[src/logic/scs_defines.svh]
// Offsets, field positions, command codes and reset values of the channel
`ifndef SCS_DEFINES_SVH
`define SCS_DEFINES_SVH

// Register offsets
`define SCS_OFS_PRIMARY      3'h0
`define SCS_OFS_SPECIAL      3'h1
`define SCS_OFS_COMMAND      3'h2
`define SCS_OFS_MODE         3'h3
`define SCS_OFS_RX_DATA      3'h4
`define SCS_OFS_TX_DATA      3'h5

// Primary status bits
`define SCS_PRI_RX_AVAIL     0
`define SCS_PRI_INT_PEND     1
`define SCS_PRI_TX_EMPTY     2
`define SCS_PRI_CARRIER      3
`define SCS_PRI_HUNT         4
`define SCS_PRI_CTS          5
`define SCS_PRI_UNDERRUN     6
`define SCS_PRI_BREAK        7

// Special receive status bits
`define SCS_SPC_ALL_SENT     0
`define SCS_SPC_RESIDUE_LO   1
`define SCS_SPC_RESIDUE_HI   3
`define SCS_SPC_PARITY       4
`define SCS_SPC_OVERRUN      5
`define SCS_SPC_FRAMING      6
`define SCS_SPC_END_FRAME    7

// Command register fields and codes
`define SCS_CMD_LO           3
`define SCS_CMD_HI           5
`define SCS_LATCH_LO         6
`define SCS_LATCH_HI         7
`define SCS_CMD_RESET_EXT    3'h2
`define SCS_CMD_CHAN_RESET   3'h3
`define SCS_CMD_ERROR_RESET  3'h6
`define SCS_LATCH_UNDERRUN   2'h3

// Mode register fields
`define SCS_MODE_LO          0
`define SCS_MODE_HI          2
`define SCS_MODE_PARITY_EN   3
`define SCS_MODE_RX_EN       4
`define SCS_MODE_ENTER_HUNT  5
`define SCS_MODE_RESET       8'h00

// Receive buffer depth
`define SCS_RX_DEPTH         2'h3

`endif

[src/logic/scs_pkg.sv]
// Types shared by the channel status block
package scs_pkg;

  typedef enum logic [2:0] {
    SCS_MODE_ASYNC = 3'h0,
    SCS_MODE_MONO  = 3'h1,
    SCS_MODE_BI    = 3'h2,
    SCS_MODE_SDLC  = 3'h3,
    SCS_MODE_EXT   = 3'h4
  } scs_mode_t;

  typedef enum logic [1:0] {
    SCS_HUNTING = 2'b01,
    SCS_SYNCED  = 2'b10
  } scs_hunt_t;

  typedef struct packed {
    logic [3:0]      pin_meta;
    logic [3:0]      pin_sync;
    logic [3:0]      pin_prev;
    logic [7:0]      rdata;
    logic [7:0]      mode;
    logic [7:0]      tx_data;
    logic            tx_valid;
    logic [2:0][8:0] rx_buf;
    logic [1:0]      rx_count;
    logic            parity_err;
    logic            overrun;
    logic            end_frame;
    logic [2:0]      residue;
    logic            ext_pending;
    logic            carrier;
    logic            align_level;
    scs_hunt_t       hunt;
    logic            underrun;
    logic            brk;
    logic            brk_prev;
  } scs_state_t;

endpackage : scs_pkg

[src/logic/scs_status.sv]
// Status registers and event latching for one serial channel
//
// How it works
// Receive-available bit while buffer not empty
// Interrupt-pending bit, first channel only
// Transmit-empty set on drain or reset
// Transmit-empty held low during check character
// Carrier bit frozen while external interrupt
// Async: align level shown, change interrupts
// Far side waits two receive clocks
// External sync: align low updates hunt
// External sync: loss or end rehunts
// Mono/bisync: hunt command sets, sync clears
// Bit mode: disable/hunt sets, flag clears
// Clear-to-send bit is inverted pin
// Underrun bit set on reset, command clears
// Underrun raises external/status interrupt
// Async break sets bit, interrupt, command clears
// Break end interrupts again
// Bit mode abort sets bit, interrupts
// Special status bit layout fixed
// Parity error latched until error reset
// End-of-frame bit mode only, next-frame update
// Status registers ignore writes
//
// Strobed register access and the address map were left to the implementer.
`timescale 1ns/1ps

`include "scs_defines.svh"

module scs_status #(
  parameter bit IS_FIRST_CHANNEL = 1'b1
) (
  // Clock and reset
  input  wire logic       clock,
  input  wire logic       sys_rst,
  // Register port
  input  wire logic [2:0] reg_addr,
  input  wire logic [7:0] reg_wdata,
  input  wire logic       reg_wr,
  input  wire logic       reg_rd,
  output logic      [7:0] reg_rdata,
  // Link pins
  input  wire logic       carrier_detect_input_n,
  input  wire logic       clear_to_send_n,
  input  wire logic       frame_align_n,
  input  wire logic       receive_clock_input,
  // Receiver events
  input  wire logic       rx_char_valid,
  input  wire logic [7:0] rx_char_data,
  input  wire logic       rx_parity_bad,
  input  wire logic       rx_framing_bad,
  input  wire logic       rx_frame_end,
  input  wire logic [2:0] rx_residue,
  input  wire logic       rx_break,
  input  wire logic       rx_abort,
  input  wire logic       rx_sync_found,
  input  wire logic       rx_flag_found,
  input  wire logic       rx_sync_lost,
  input  wire logic       rx_msg_end,
  // Transmitter
  output logic      [7:0] tx_data,
  output logic            tx_valid,
  input  wire logic       tx_taken,
  input  wire logic       tx_crc_active,
  input  wire logic       tx_underrun,
  input  wire logic       tx_all_sent,
  // Rest of the controller
  input  wire logic       other_int_pending
);

  import scs_pkg::*;

  ////////////////////////////////////////////////////////////////////////////
  // State

  scs_state_t q;
  scs_state_t next_q;

  // Pin indices in the synchroniser vectors
  localparam int PIN_CARRIER = 0;
  localparam int PIN_CTS     = 1;
  localparam int PIN_ALIGN   = 2;
  localparam int PIN_RXC     = 3;

  ////////////////////////////////////////////////////////////////////////////
  // Decode

  scs_mode_t mode;
  logic      is_async;
  logic      is_charsync;
  logic      is_sdlc;
  logic      is_ext;
  logic      wr_cmd;
  logic      wr_mode;
  logic      wr_tx;
  logic      rd_rx;
  logic [2:0] cmd_code;
  logic      cmd_reset_ext;
  logic      cmd_chan_reset;
  logic      cmd_error_reset;
  logic      cmd_underrun_clr;
  logic      enter_hunt;
  logic      rx_disable;

  always_comb begin
    mode        = scs_mode_t'(q.mode[`SCS_MODE_HI:`SCS_MODE_LO]);
    is_async    = (mode == SCS_MODE_ASYNC);
    is_charsync = (mode == SCS_MODE_MONO) || (mode == SCS_MODE_BI);
    is_sdlc     = (mode == SCS_MODE_SDLC);
    is_ext      = (mode == SCS_MODE_EXT);
    wr_cmd      = reg_wr && (reg_addr == `SCS_OFS_COMMAND);
    wr_mode     = reg_wr && (reg_addr == `SCS_OFS_MODE);
    wr_tx       = reg_wr && (reg_addr == `SCS_OFS_TX_DATA);
    rd_rx       = reg_rd && (reg_addr == `SCS_OFS_RX_DATA);
    cmd_code    = reg_wdata[`SCS_CMD_HI:`SCS_CMD_LO];
    cmd_reset_ext   = wr_cmd && (cmd_code == `SCS_CMD_RESET_EXT);
    cmd_chan_reset  = wr_cmd && (cmd_code == `SCS_CMD_CHAN_RESET);
    cmd_error_reset = wr_cmd && (cmd_code == `SCS_CMD_ERROR_RESET);
    // dedicated latch reset code
    cmd_underrun_clr = wr_cmd &&
      (reg_wdata[`SCS_LATCH_HI:`SCS_LATCH_LO] == `SCS_LATCH_UNDERRUN);
    enter_hunt  = wr_mode && reg_wdata[`SCS_MODE_ENTER_HUNT];
    rx_disable  = wr_mode && !reg_wdata[`SCS_MODE_RX_EN];
  end

  ////////////////////////////////////////////////////////////////////////////
  // Pin edges, read only from the second stage onward

  logic carrier_live;
  logic cts_live;
  logic align_live;
  logic carrier_chg;
  logic cts_chg;
  logic align_chg;
  logic rxc_rise;

  always_comb begin
    carrier_live = !q.pin_sync[PIN_CARRIER];
    cts_live     = !q.pin_sync[PIN_CTS];
    align_live   = !q.pin_sync[PIN_ALIGN];
    carrier_chg  = q.pin_sync[PIN_CARRIER] ^ q.pin_prev[PIN_CARRIER];
    cts_chg      = q.pin_sync[PIN_CTS] ^ q.pin_prev[PIN_CTS];
    align_chg    = q.pin_sync[PIN_ALIGN] ^ q.pin_prev[PIN_ALIGN];
    rxc_rise     = q.pin_sync[PIN_RXC] && !q.pin_prev[PIN_RXC];
  end

  ////////////////////////////////////////////////////////////////////////////
  // Events feeding the external/status latch

  logic brk_rise;
  logic brk_fall;
  logic ext_event;

  always_comb begin
    brk_rise  = is_async && rx_break && !q.brk_prev;
    brk_fall  = is_async && !rx_break && q.brk_prev;
    // align change in async mode
    // underrun event
    // break end as well as start
    ext_event = carrier_chg || cts_chg ||
                (is_async && align_chg) ||
                tx_underrun || brk_rise || brk_fall ||
                (is_sdlc && rx_abort);
  end

  ////////////////////////////////////////////////////////////////////////////
  // Read views

  logic [7:0] primary;
  logic [7:0] special;
  logic       hunt_bit;

  always_comb begin
    hunt_bit = is_async ? q.align_level : (q.hunt == SCS_HUNTING);
    primary  = 8'h00;
    // buffer holds a character
    primary[`SCS_PRI_RX_AVAIL] = (q.rx_count != 2'h0);
    // any pending interrupt, first channel only
    primary[`SCS_PRI_INT_PEND] = IS_FIRST_CHANNEL &&
                                 (q.ext_pending || other_int_pending);
    // empty after drain or reset
    // not empty while check character goes out
    primary[`SCS_PRI_TX_EMPTY] = !q.tx_valid &&
                                 !(!is_async && tx_crc_active);
    primary[`SCS_PRI_CARRIER]  = q.carrier;
    primary[`SCS_PRI_HUNT]     = hunt_bit;
    // inverse of the pin
    primary[`SCS_PRI_CTS]      = cts_live;
    primary[`SCS_PRI_UNDERRUN] = q.underrun;
    primary[`SCS_PRI_BREAK]    = q.brk;

    // special receive layout
    special = 8'h00;
    special[`SCS_SPC_ALL_SENT] = tx_all_sent || !is_async;
    special[`SCS_SPC_RESIDUE_HI:`SCS_SPC_RESIDUE_LO] = q.residue;
    special[`SCS_SPC_PARITY]    = q.parity_err;
    special[`SCS_SPC_OVERRUN]   = q.overrun;
    special[`SCS_SPC_FRAMING]   = (q.rx_count != 2'h0) && q.rx_buf[0][8];
    special[`SCS_SPC_END_FRAME] = q.end_frame;
  end

  ////////////////////////////////////////////////////////////////////////////
  // Next state

  logic [1:0] cnt_after_pop;

  always_comb begin
    next_q = q;
    cnt_after_pop = q.rx_count;

    // Two flops on every pin, then an edge history stage
    next_q.pin_meta = {receive_clock_input, frame_align_n,
                       clear_to_send_n, carrier_detect_input_n};
    next_q.pin_sync = q.pin_meta;
    next_q.pin_prev = q.pin_sync;
    next_q.brk_prev = rx_break;

    // Register reads, answered in the following cycle
    next_q.rdata = 8'h00;
    if (reg_rd) begin
      case (reg_addr)
        `SCS_OFS_PRIMARY: next_q.rdata = primary;
        `SCS_OFS_SPECIAL: next_q.rdata = special;
        `SCS_OFS_MODE:    next_q.rdata = q.mode;
        `SCS_OFS_RX_DATA: next_q.rdata = q.rx_buf[0][7:0];
        default:          next_q.rdata = 8'h00;
      endcase
    end

    // writes to status offsets fall through, nothing stored
    if (wr_mode) begin
      next_q.mode = reg_wdata & 8'h1f;
    end

    // Transmit buffer; a new write wins over the take
    if (tx_taken) begin
      next_q.tx_valid = 1'b0;
    end
    if (wr_tx) begin
      next_q.tx_data  = reg_wdata;
      next_q.tx_valid = 1'b1;
    end

    // Receive buffer, shift-down order, oldest at entry 0
    if (rd_rx && (q.rx_count != 2'h0)) begin
      next_q.rx_buf[0] = q.rx_buf[1];
      next_q.rx_buf[1] = q.rx_buf[2];
      next_q.rx_buf[2] = 9'h000;
      cnt_after_pop    = q.rx_count - 2'h1;
      next_q.rx_count  = cnt_after_pop;
    end

    // Error clears first so a same-cycle error still sets
    if (cmd_error_reset) begin
      next_q.parity_err = 1'b0;
      next_q.overrun    = 1'b0;
      next_q.end_frame  = 1'b0;
    end

    if (rx_char_valid && q.mode[`SCS_MODE_RX_EN]) begin
      if (cnt_after_pop < `SCS_RX_DEPTH) begin
        next_q.rx_buf[cnt_after_pop] = {rx_framing_bad, rx_char_data};
        next_q.rx_count = cnt_after_pop + 2'h1;
      end else begin
        // Newest character overwrites the last slot
        next_q.rx_buf[2] = {rx_framing_bad, rx_char_data};
        next_q.overrun   = 1'b1;
      end
      // sticky parity error
      if (q.mode[`SCS_MODE_PARITY_EN] && rx_parity_bad) begin
        next_q.parity_err = 1'b1;
      end
      // first character of next frame updates flag
      if (is_sdlc && !rx_frame_end) begin
        next_q.end_frame = 1'b0;
      end
    end

    // end of frame only in bit mode
    if (is_sdlc && rx_frame_end) begin
      next_q.end_frame = 1'b1;
      next_q.residue   = rx_residue;
    end

    // External/status latch; command clear loses to a new event
    if (cmd_reset_ext) begin
      next_q.ext_pending = 1'b0;
      next_q.brk         = 1'b0;
    end
    if (ext_event) begin
      next_q.ext_pending = 1'b1;
    end

    // carrier follows the pin until the latch is set
    // async align level frozen likewise
    if (!q.ext_pending || cmd_reset_ext) begin
      next_q.carrier     = carrier_live;
      next_q.align_level = align_live;
    end

    // break sets bit in async reception
    if (brk_rise) begin
      next_q.brk = 1'b1;
    end
    // abort sets bit in bit mode
    if (is_sdlc && rx_abort) begin
      next_q.brk = 1'b1;
    end

    // only the dedicated command clears
    if (cmd_underrun_clr) begin
      next_q.underrun = 1'b0;
    end
    if (tx_underrun) begin
      next_q.underrun = 1'b1;
    end

    // Hunt tracking per mode
    case (mode)
      SCS_MODE_EXT: begin
        // align low, sampled on receive clock rise
        if (rxc_rise && align_live) begin
          next_q.hunt = SCS_SYNCED;
        end
        // loss or end of message
        if (rx_sync_lost || rx_msg_end) begin
          next_q.hunt = SCS_HUNTING;
        end
      end
      SCS_MODE_MONO,
      SCS_MODE_BI: begin
        // sync found clears, hunt command forces one
        if (rx_sync_found) begin
          next_q.hunt = SCS_SYNCED;
        end
        if (enter_hunt) begin
          next_q.hunt = SCS_HUNTING;
        end
      end
      SCS_MODE_SDLC: begin
        // opening flag clears, disable or hunt sets
        if (rx_flag_found) begin
          next_q.hunt = SCS_SYNCED;
        end
        if (enter_hunt || rx_disable) begin
          next_q.hunt = SCS_HUNTING;
        end
      end
      default: begin
        next_q.hunt = q.hunt;
      end
    endcase

    // Channel reset leaves the mode register alone
    if (cmd_chan_reset) begin
      next_q.tx_valid    = 1'b0;
      next_q.rx_count    = 2'h0;
      next_q.rx_buf      = '0;
      next_q.parity_err  = 1'b0;
      next_q.overrun     = 1'b0;
      next_q.end_frame   = 1'b0;
      next_q.residue     = 3'h0;
      next_q.ext_pending = 1'b0;
      next_q.brk         = 1'b0;
      next_q.hunt        = SCS_HUNTING;
      // empty on reset
      // underrun set on channel reset
      next_q.underrun    = 1'b1;
    end
  end

  ////////////////////////////////////////////////////////////////////////////
  // Registers

  always_ff @(posedge clock) begin
    if (sys_rst) begin
      q             <= '0;
      // Active-low pins idle high, receive clock low; avoids a false edge after reset
      q.pin_meta    <= 4'h7;
      q.pin_sync    <= 4'h7;
      q.pin_prev    <= 4'h7;
      q.mode        <= `SCS_MODE_RESET;
      q.hunt        <= SCS_HUNTING;
      // underrun set on controller reset
      q.underrun    <= 1'b1;
    end else begin
      q <= next_q;
    end
  end

  ////////////////////////////////////////////////////////////////////////////
  // Outputs

  always_comb begin
    reg_rdata = q.rdata;
    tx_data   = q.tx_data;
    tx_valid  = q.tx_valid;
  end

endmodule : scs_status

[config.mk]
export PLATFORM = sky130hd
export DESIGN_NAME = scs_status
export DESIGN_NICKNAME = d
export VERILOG_FILES = /design/src/logic/scs_pkg.sv /design/src/logic/scs_status.sv
export VERILOG_INCLUDE_DIRS = /design/src /design/src/logic
export SDC_FILE = /design/constraint.sdc
export NUM_CORES = 1
export LEC_CHECK = 0
export BUFFER_PORTS_ARGS = -buffer_cell sky130_fd_sc_hd__buf_2
export CORE_ASPECT_RATIO = 2
export CORE_MARGIN = 4
export CORE_UTILIZATION = 46
export DETAILED_ROUTE_END_ITERATION = 7
export GPL_TIMING_DRIVEN = 0
export PLACE_DENSITY = 0.73
export SETUP_SLACK_MARGIN = 0.5
export SYNTH_ARGS = -nofsm -noshare
export SYNTH_HDL_FRONTEND = slang
export SYNTH_SLANG_ARGS = --single-unit
[constraint.sdc]
create_clock -name clock -period 2.45 [get_ports clock]
set_input_delay 0.245 -clock clock [delete_from_list [all_inputs] [get_ports clock]]
set_output_delay 0.245 -clock clock [all_outputs]
set_load 0.02 [all_outputs]
# == Yosys cells after proc, flatten, opt, wreduce, memory -nomap -nowiden ==
# Index checks and enable logic that the tools add are counted.
# op_classes
n_eq_ne,17
n_div,0
n_bitwise,4
mul,0
n_reduce_logical,62
n_addsub,2
shifts,0
n_mux,28
magnitude_cmp,3
# ops
cell,count
32-bit 2-to-1 mux,1
8-bit case mux with 4 select lines,1
29-bit 2-to-1 mux,1
27-bit bitwise mux,1
1-bit logical AND,27
20-bit 2-to-1 mux,1
9-bit demux with 2-bit select,1
"3-bit by 2-bit == test with 1-bit output, second input constant",6
9-bit 2-to-1 mux,2
2-bit 2-to-1 mux,7
"3-bit == test, second input constant",4
1-bit zero test,12
1-bit logical OR,11
1-bit 2-to-1 mux,10
"3-bit by 1-bit == test with 1-bit output, second input constant",2
3-bit zero test,2
2-bit case mux with 3 select lines,1
2-bit nonzero test,3
3-bit nonzero test,2
2-bit OR reduction,3
4-bit 2-to-1 mux,1
4-bit AND reduction,1
"2-bit by 3-bit less-than comparator with 1-bit output, second input constant",1
3-bit 2-to-1 mux,1
12 further kinds,14
# word_totals
memories,0
output_inout_bits,17
elab_cells,138
inputBits,45
register_bits,77
latch_bits,0
rom_bits,0
ramBits,0

# == Longest topological paths before layout ==
# Gate-level depths: netlist of the first run.
# logic_depth
ltp_word,12
mapped_depth,8
mapped_depth_nobuf,6

# == Worst setup path before layout of the first run ==
# OpenSTA, ideal clock, no wires.
# synth_timing
path_kind,reg2reg
startpoint,register q[14] (netlist name)
endpoint,register q[26] (netlist name)
n_path_buf,2
period_less_slack_ns,1.917
path_stages_with_launch,9
path_slack_ns,0.533
required_ns,2.354
setup_ns,0.096
t_arrival_ns,1.821
path_cell_list,dfxtp_1 > inv_1 > ha_1 > nor2b_1 > clkbuf_1 > nand2_2 > buf_2 > mux2i_1 > a221oi_1
# synth_via
elab_chain_cells,10
elab_cells_between_ends,14
cone_classes,1 x add/sub; 3 x order compare; 7 x mux; 3 x reduce/logical
# synth_rtl
item,line_no,text
start: declaration,scs_status.sv:77,scs_state_t q;
start signal: assignment,scs_status.sv:388,q <= next_q;
branches (longest 9 deep; another with 2-bit by 3-bit less-than comparator with 1-bit output),--,
32-bit 2-to-1 mux (*),scs_status.sv:261,if (rx_char_valid && q.mode[`SCS_MODE_RX_EN]) begin
# Every way passes the cells marked *.
# A chain may end at the register's enable or synchronous reset.

# == Worst setup path after layout of the first run ==
# layout_timing
startpoint,register q[14] (netlist name)
endpoint,register q[35] (netlist name)
# layout_via
elab_chain_cells,10
elab_cells_between_ends,14
cone_classes,1 x add/sub; 3 x order compare; 7 x mux; 3 x reduce/logical
# layout_rtl
item,line_no
branches (longest 9 deep; another with 2-bit by 3-bit less-than comparator with 1-bit output),--
32-bit 2-to-1 mux (*),scs_status.sv:261
# Marked as above.

==> results of run 1 <==
-- sequential cells by signal, summed over array words and instances, names as in the netlist --
| register | flops |
|---|---|
| mode | 3 |
| next_q | 8 |
| primary | 3 |
| q | 46 |
| reg_rdata | 8 |
| tx_data | 8 |
| tx_valid | 1 |
-- Yosys cell counts (all sizes together), types with 3 or more instances --
| cell type | n |
|---|---|
| a221oi | 18 |
| nand4 | 3 |
| o21ai | 13 |
| a22oi | 4 |
| buf | 24 |
| nand3 | 3 |
| and2 | 3 |
| or2 | 9 |
| nor3 | 6 |
| a21oi | 23 |
| a211oi | 5 |
| nor4 | 3 |
| nand2b | 6 |
| clkbuf | 13 |
| dfxtp | 77 |
| nor2 | 22 |
| a22o | 9 |
| nor2b | 10 |
| a31oi | 5 |
| nand2 | 40 |
| mux2i | 23 |
| a2111oi | 3 |
| inv | 7 |
-- power breakdown --
| part | total [W] | leakage, nW | switching (W) | internal [W] |
|---|---|---|---|---|
| registers | 0.00129 | 0.626 | 0.0000158 | 0.00128 |
| logic | 0.000199 | 1.03 | 0.000117 | 0.0000820 |
| clock network | 0.00119 | 0.120 | 0.000513 | 0.000681 |
-- per-stage QoR --
stage / cells / hold WS [ns] / power, W
3_5_place_dp: 516 / 0.398 / 0.00151
2_1_floorplan: 365 / 0.341 / 0.00143
5_1_grt: 538 / 0.0825 / 0.00278
6_report: 538 / 0.0862 / 0.00269
4_1_cts: 536 / 0.0795 / 0.00270
3_3_place_gp: 516 / 0.393 / 0.00151
-- area by class of cell --
cell class / instances / share of cell area (%)
buffer: 37 / 5.36
clock buffer: 10 / 5.42
clock inverter: 6 / 0.948
inverter: 7 / 0.622
multi-input combinational: 244 / 40.0
sequential: 77 / 36.6
tap: 92 / 2.73
timing repair buffer: 65 / 8.35
-- repair_timing --
action,in CTS,in global routing
pin swaps,1,7
setup endpoints to repair,28,30
buffers inserted,4,2
gates resized for setup,12,18
-- cell families after synthesis --
family / after synthesis / share of synthesized area [%]
flip-flops: 77 / 45.4
XOR/XNOR: 4 / 1.03
multiplexers: 25 / 7.44
AO/OA/AOI/OAI: 97 / 20.9
AND/OR/NAND/NOR: 117 / 17.9
buffers and inverters: 44 / 6.96
adder cells (fa/ha/maj): 1 / 0.368
-- final timing paths --
kind                 start         end  slack (ns)
max                  q[14]       q[35]        0.53
min          frame_align_n  next_q[74]        0.09
max reg2reg          q[14]       q[35]        0.53
min reg2reg     next_q[72]  next_q[68]        0.41
-- routing by layer --
layer  share of wire [%]  vias to the layer above  routed length [µm]
li1                    -                     1477                   -
met1                  33                     1463                3140
met2                  55                       90                5160
met3                 4.7                       36                 440
met4                 6.8                        0                 639
met5                   0                        -                   0
==> metrics.yaml, run 1 <==
cellPowerDensity_nw_per_um2: 636
finalCriticalPeriod_ns: 1.92
netlist_area_um2: 3400
cts_hold_buffers: 0
cp_top_family: "simple AND/OR/NAND/NOR gates"
seq_area_frac_synth_pct: 45.4
root_buffer: "clkbuf_16"
wirelength_um: 9380
grt_pass1_wl_um: 14700
multiInputGateArea_um2: 1690
worst_pin_slew_ns: 1.01
setup_viol: 0
h-tree-depth: 3
drc_errors: 0
gp_congestion: 0.996
synth_edf_count: 0
synthFlopType: "dfxtp_1"
crit_required_ns: 2.73
via_count: 3066
min_path_type: "input pin to flop"
wl_per_cell_um: 17.4
place_ws_ns: 0.132
cts_buffers: 9
syn_inst: 365
endpoint_kind: "flop"
cts_tree: "yes"
overflow: 0
layout_commonest_cell: "dfxtp_1"
fin_crit_sh_pct: 78.5
ir_drop_uv: 394
crit_path_max_fanout: 9
arrival_ns: 2.21
skew_ns: 0.00530
placed_area_um2: 3810
seq_area_um2: 1550
ys_warn_count: 0
path_class: "flop to flop"
final_cell_mix: "dfxtp_1, buf_2, nand2_1"
slew_headroom_pct: 32.2
fmax_mhz: 520
fp-row-count: 44
grt_usage_pct: 22.6
top_usage_layer: "met2"
ys_types: 58
maxCapViolations: 0
startpoint_type: "flop"
drtPass1Iterations: 4
status: "finished clean"
synth_top_cell_by_area: "dfxtp_1"
rsz0062_at_grt: "yes"
critical_path_depth: 7
use_met2_pct: 40.1
layout_setup_ws_ns: 0.526
dieArea_um2: 8900
clock_latency_ns: 0.34
grt_max_degree: 14
synth_fp_nets: 411
cts_num_sinks: 77
synth.area.top_cells: "dfxtp_1, mux2i_1, a221oi_1"
min_path_cells: 2
nNetsFinal: 487
grt_pass1_vias: 3076
ios: 62
yosys.area.top_type_share_pct: 45.4
clk_pin_slew_ns: 0.06
hold_viol_final: 0
use_met3_pct: 6.16
drive_gt1_share_pct: 31.6
cp_num_buf_inv: 2
initial_core_util_pct: 47.1
avgSynthCellArea_um2: 9.30
reg2reg_depth: 7
antenna_found_initial: 0
clock_path_buffers: 2
leakage_nw: 1.78
synth-async-reset-ratio_pct: 0
crit_chain: "inv_1 > ha_2 > nand2b_2 > or3_4 > a211oi_4 > buf_12 > a22o_1"
crit_slowest_cell: "dfxtp_4"
cpPeakStageDelay_ns: 0.38
grt_util_met1_pct: 20.7
design_area_um2: 4220
hpwl_um: 7000
die_h_um: 130
ys_ff_latch: 77
fillers: 663
drtAntennaViolNets: 0
postLayoutCoreUtil_pct: 58.6
finalMaxSlewViolations: 0
coreArea_um2: 7210
tns_ns: 0
first_iter_violations: 196
vias_per_cell: 5.70
die_w_um: 68.8
diodes: 0
syn_to_final_growth_pct: 24.4
numPortBuffers: 59
(Power assumes the default switching activity.)
==> run 2, diff against run 1 <==
PLACE_DENSITY = 0.76   (was 0.73)
clock period = 1.55 ns   (was 2.45 ns; I/O delays follow)
==> run 2 against run 1 <==
  * The run now ends with negative setup slack left
  * Utilization grew 19 points
  * First-iteration DRC count shrank 12%
  * Cell area grew 33%
  * Clock power grew 71%
  * Critical path type unchanged
  * Critical endpoint is now q[19]
==> metrics.yaml, run 2 (synthesis gave the netlist of run 1 again) <==
violations: "negative setup slack"
rsz0062_at_grt: "yes"
finalMaxSlewViolations: 0
reg2reg_depth: 8
drtAntennaViolNets: 0
grt_usage_pct: 29.9
slew_headroom_pct: 64.1
place_ws_ns: -0.546
hpwl_um: 7380
layout_commonest_cell: "dfxtp_1"
min_to: "q[39]"
use_met3_pct: 7.20
die_h_um: 130
r2r-start: "q[15]"
fin_cells: 587
worst_pin_slew_ns: 0.537
clock_path_buffers: 2
arrival_ns: 2.09
internal_power_w: 0.00345
ir_drop_uv: 889
diodes: 0
r2r-end: "q[19]"
nNetsFinal: 536
drive_gt1_share_pct: 53.9
switching_power_w: 0.00113
use_met2_pct: 54.1
coreArea_um2: 7210
grt_max_degree: 13
total_power_w: 0.00458
rrSetupSlack_ns: -0.29
fp-row-count: 44
final_cell_mix: "dfxtp_1, buf_6, buf_2, buf_4, nand2_1"
maxCapViolations: 0
ios: 62
gp_congestion: 0.905
hold_viol_final: 0
status: "complete, but fails checks"
p_comb_share_pct: 10.8
grt_util_met1_pct: 25.5
power_switching_share_pct: 24.6
hold_start: "rx_char_data[5]"
design_area_um2: 5620
min_path_cells: 2
crit_path_max_fanout: 5
grt_pass1_wl_um: 19200
startpoint_type: "flop"
cts_num_sinks: 77
largest_reg_flops: 46
cts_buffers: 9
path_class: "flop to flop"
clock_power_share_pct: 44.6
root_buffer: "clkbuf_16"
min_path_type: "input pin to flop"
cts_tree: "yes"
clk_pin_slew_ns: 0.06
dp_cells: 516
grt_pass1_vias: 3791
antenna_found_initial: 0
die_w_um: 68.8
vias_per_cell: 6.12
overflow: 0
skew_ns: 0.00533
via_count: 3591
first_iter_violations: 173
wl_per_cell_um: 22.0
seqPwrFrac_pct: 44.5
leakage_nw: 2.27
finalCriticalPeriod_ns: 1.84
largest-register: "q"
setup_viol: 29
initial_core_util_pct: 47.1
dieArea_um2: 8900
clock_latency_ns: 0.35
layout_setup_ws_ns: -0.287
top_usage_layer: "met2"
numPortBuffers: 59
fin_crit_sh_pct: 119
crit_required_ns: 1.80
syn_to_final_growth_pct: 65.6
h-tree-depth: 3
placed_area_um2: 4130
drc_errors: 0
cellPowerDensity_nw_per_um2: 815
endpoint_kind: "flop"
drtPass1Iterations: 4
fmax_mhz: 544
wirelength_um: 12900
==> run 2: changes by cell type in the layout (fill, tap and decap cells not counted), sizes merged <==
cell	change
inv	-1
dlygate4sd3	+3
clkinv	+2
buf	+44
o22ai	+1
clkbuf	+2
a41oi	+1
clkinvlp	-3
==> run 2: per-layer routing <==
metal | vias up | wire [µm] | share of wire [%]
met2 | 174 | 6960 | 54
li1 | 1581 | - | -
met4 | 0 | 1230 | 9.5
met5 | - | 0 | 0
met3 | 89 | 647 | 5.0
met1 | 1747 | 4060 | 31
==> run 2: stage by stage <==
stage	hold WS [ns]	setup TNS (ns)	utilization [%]
floorplan	0.251	-1.66	-
global placement	0.339	-10.20	57.3
detailed placement	0.342	-11.01	57.3
CTS	0.0352	-3.13	73.9
global route	0.0578	-6.07	78.0
finish	0.0313	-5.01	78.0
==> run 2: critical path: stages, from the launching register on <==
cell and delay (ns):
dfxtp_4 0.37, inv_4 0.04, ha_4 0.16, nor2b_2 0.11, clkbuf_8 0.17, nand4_1 0.18
a21o_4 0.28, buf_8 0.14, a221oi_4 0.28
==> run 2: cell type report <==
type,instances,area [µm²]
clock buffers,12,268
well taps,92,115
inverters,7,35.0
multi-input cells,246,2250
plain buffers,37,412
fillers,448,1590
repair buffers,112,942
flip-flops and latches,77,1580
clock inverters,4,20.0
==> run 2: repair_timing <==
item | in CTS | in global routing
endpoints found under the hold margin | 3 | 0
endpoints found under the setup margin | 66 | 69
setup buffers | 32 | 14
hold buffers | 3 | 0
pin swaps | 31 | 32
gates cloned | 6 | 0
gates resized for setup | 126 | 50
==> run 2: worst max path at each step <==
| stage | from | to | cells past startpoint |
|---|---|---|---|
| 2_1_floorplan | q[14] | q[34] | 6 |
| 3_3_place_gp | reg_addr[1] | q[33] | 6 |
| 3_5_place_dp | reg_addr[1] | q[32] | 6 |
| 4_1_cts | q[15] | q[19] | 8 |
| 5_1_grt | q[15] | q[24] | 8 |
| 6_report | q[15] | q[19] | 8 |
==> run 2: power groups by stage <==
stage / registers, W / logic, W / clock network [W]
after floorplan: 0.00208 / 0.000223 / 0
after global placement: 0.00208 / 0.000356 / 0
after detailed placement: 0.00208 / 0.000364 / 0
after CTS: 0.00204 / 0.000441 / 0.00201
after global routing: 0.00204 / 0.000526 / 0.00213
final: 0.00204 / 0.000497 / 0.00204
==> run 3, diff against run 2 <==
ABC_AREA = 1   (was default)
CORE_MARGIN = default   (was 4)
PLACE_DENSITY = 0.75   (was 0.76)
==> run 3 against run 2 <==
  * Global-route usage is 3.1 points lower
  * Total power is 2.8% lower
  * Clock-buffer cell count shrank 1
  * Highest routed layer unchanged
  * Maximum frequency increased by 9.7%
  * Area after synthesis is 10% higher
  * Clock power fell by 8%
  * Non-clock buffer count is 20 lower
  * The flow still finishes with violations (negative setup slack)
  * Sequential power is essentially flat
  * Hold slack got worse by 0.0054 ns
  * Critical path type unchanged
==> metrics.yaml, run 3 <==
status: "complete, but fails checks"
violations: "negative setup slack"
initial_core_util_pct: 47.5
gp_congestion: 0.881
die_w_um: 65.8
startpoint_type: "flop"
top_layer_used: "met4"
syn_inst: 558
h-tree-depth: 3
hpwl_um: 7630
cts_num_sinks: 77
dieArea_um2: 8530
grt_pass1_wl_um: 16900
via_count: 3846
path_class: "flop to flop"
crit_path_max_fanout: 8
cellPowerDensity_nw_per_um2: 828
finalCriticalPeriod_ns: 1.67
die_h_um: 130
clock_path_buffers: 2
arrival_ns: 1.91
nNetsFinal: 710
wirelength_um: 11500
maxCapViolations: 0
fp-row-count: 46
p_comb_share_pct: 11.6
synth_fp_nets: 604
ys_warn_count: 0
worst_pin_slew_ns: 0.398
skew_ns: 0.00664
layout_setup_ws_ns: -0.124
slew_headroom_pct: 73.5
cts_buffers: 9
setup_viol: 24
yosys.area.top_type_share_pct: 41.2
tns_ns: -1.49
ios: 62
leakage_nw: 2.46
numPortBuffers: 60
crit_required_ns: 1.79
diodes: 0
internal_power_w: 0.00335
fin_crit_sh_pct: 108
wl_per_cell_um: 15.1
coreArea_um2: 7890
clock_power_share_pct: 42.0
min_path_type: "input pin to flop"
ys_types: 31
endpoint_kind: "flop"
clk_pin_slew_ns: 0.05
rsz0062_at_grt: "yes"
total_power_w: 0.00446
largest-register: "q"
power_switching_share_pct: 24.8
synth_common_cells: "nand2_1, nor2_1, inv_1"
avgSynthCellArea_um2: 6.71
largest_reg_flops: 46
wl_met3_um: 450
netlist_area_um2: 3740
wl_met2_um: 6550
synth_edf_count: 0
grt_pass1_vias: 3795
ir_drop_uv: 567
ys_ff_latch: 77
root_buffer: "clkbuf_16"
drtPass1Iterations: 6
drc_errors: 0
first_iter_violations: 264
layout_commonest_cell: "nand2_1"
place_ws_ns: -0.146
synth_most_common_cell: "nand2_1"
drive_gt1_share_pct: 38.4
fmax_mhz: 597
grt_max_degree: 12
hold_viol_final: 0
synthFlopType: "dfxtp_1"
finalMaxSlewViolations: 0
fillers: 598
grt_usage_pct: 26.8
cts_tree: "yes"
synth.area.top_cells: "dfxtp_1, nand2_1, nor2_1"
clock_latency_ns: 0.34
vias_per_cell: 5.05
synth-async-reset-ratio_pct: 0
final_cell_mix: "nand2_1, nor2_1, inv_1, dfxtp_1, buf_6"
syn_to_final_growth_pct: 43.6
seq_area_frac_synth_pct: 41.2
drtAntennaViolNets: 0
wl_met1_um: 3850
overflow: 0
synth_top_cell_by_area: "dfxtp_1"
seqPwrFrac_pct: 46.4
switching_power_w: 0.00111
antenna_found_initial: 0
run 3: cell count changes after synthesis, sizes merged, moves of 18 or more:
cell | before | now
nor2 | 22 | 96
o21ai | 13 | 43
a221oi | 18 | 0
inv | 7 | 84
nand2 | 40 | 151
nand3 | 3 | 29
mux2i | 23 | 0
run 3: timing repair:
item | in CTS | in global routing
endpoints found under the hold margin | 3 | 0
hold buffers | 3 | 0
setup endpoints to repair | 59 | 55
setup buffers | 19 | 10
cloned | 3 | 0
pin swaps | 28 | 39
resized for setup | 127 | 68
run 3: metal layers:
layer / vias up / track usage (%)
met5: - / 0
met4: 0 / 18.3
met3: 54 / 4.93
met2: 150 / 52.3
met1: 1729 / 23.2
li1: 1913 / -
run 3: worst paths after layout:
path                       startpoint         end  slack, ns  cells after the start
setup reg to reg                q[14]       q[24]      -0.12                     12
setup / recovery                q[14]       q[24]      -0.12                     12
hold / removal    receive_clock_input  next_q[75]       0.03                      3
hold reg to reg            next_q[75]  next_q[71]       0.40                      2
run 3: cell type report:
cell class | count | area [µm²] | area share [%]
Clock buffer | 11 | 243 | 4.51
Sequential cell | 77 | 1570 | 29.2
Clock inverter | 2 | 12.5 | 0.233
Timing Repair Buffer | 95 | 741 | 13.8
Tap cell | 96 | 120 | 2.23
Multi-Input combinational cell | 363 | 2010 | 37.3
Inverter | 84 | 338 | 6.28
Buffer | 34 | 344 | 6.40
run 3: power by group through the flow:
stage	Combinational [W]	Clock, W	Sequential (W)
after floorplan	0.000232	0	0.00209
after global placement	0.000364	0	0.00210
after detailed placement	0.000371	0	0.00211
after CTS	0.000455	0.00189	0.00207
after global routing	0.000559	0.00197	0.00207
final	0.000516	0.00187	0.00207
run 3: critical path: stages (launching register included):
cell,delay [ns]
dfxtp_2,0.36
inv_4,0.05
ha_4,0.16
nor2_4,0.15
nand3_4,0.12
buf_8,0.17
nand2_4,0.07
nand2_4,0.04
nand3_4,0.14
buf_6,0.16
nand2_2,0.05
nand2_2,0.06
nor2_2,0.03
run 3: per-stage QoR:
step	area (µm²)	hold slack (ns)	utilization [%]	std cells
6_report	5380	0.0259	68.2	762
5_1_grt	5380	0.0463	68.2	762
4_1_cts	5070	0.0196	64.3	752
3_5_place_dp	4240	0.343	53.8	714
3_3_place_gp	4240	0.338	53.8	714
2_1_floorplan	3820	0.243	-	558
run 3: cell families (layout without fill, tap and decap cells):
logic type / count (synthesis) / count (layout) / synth area share, %
and+or+nand+nor: 293 / 293 / 33.5
DFF: 77 / 77 / 41.2
AOI/OAI and AO/OA: 68 / 68 / 9.66
adders and majority gates: 1 / 1 / 0.334
xor gates and xnor gates: 1 / 1 / 0.234
buffers and inverters: 118 / 226 / 15.1
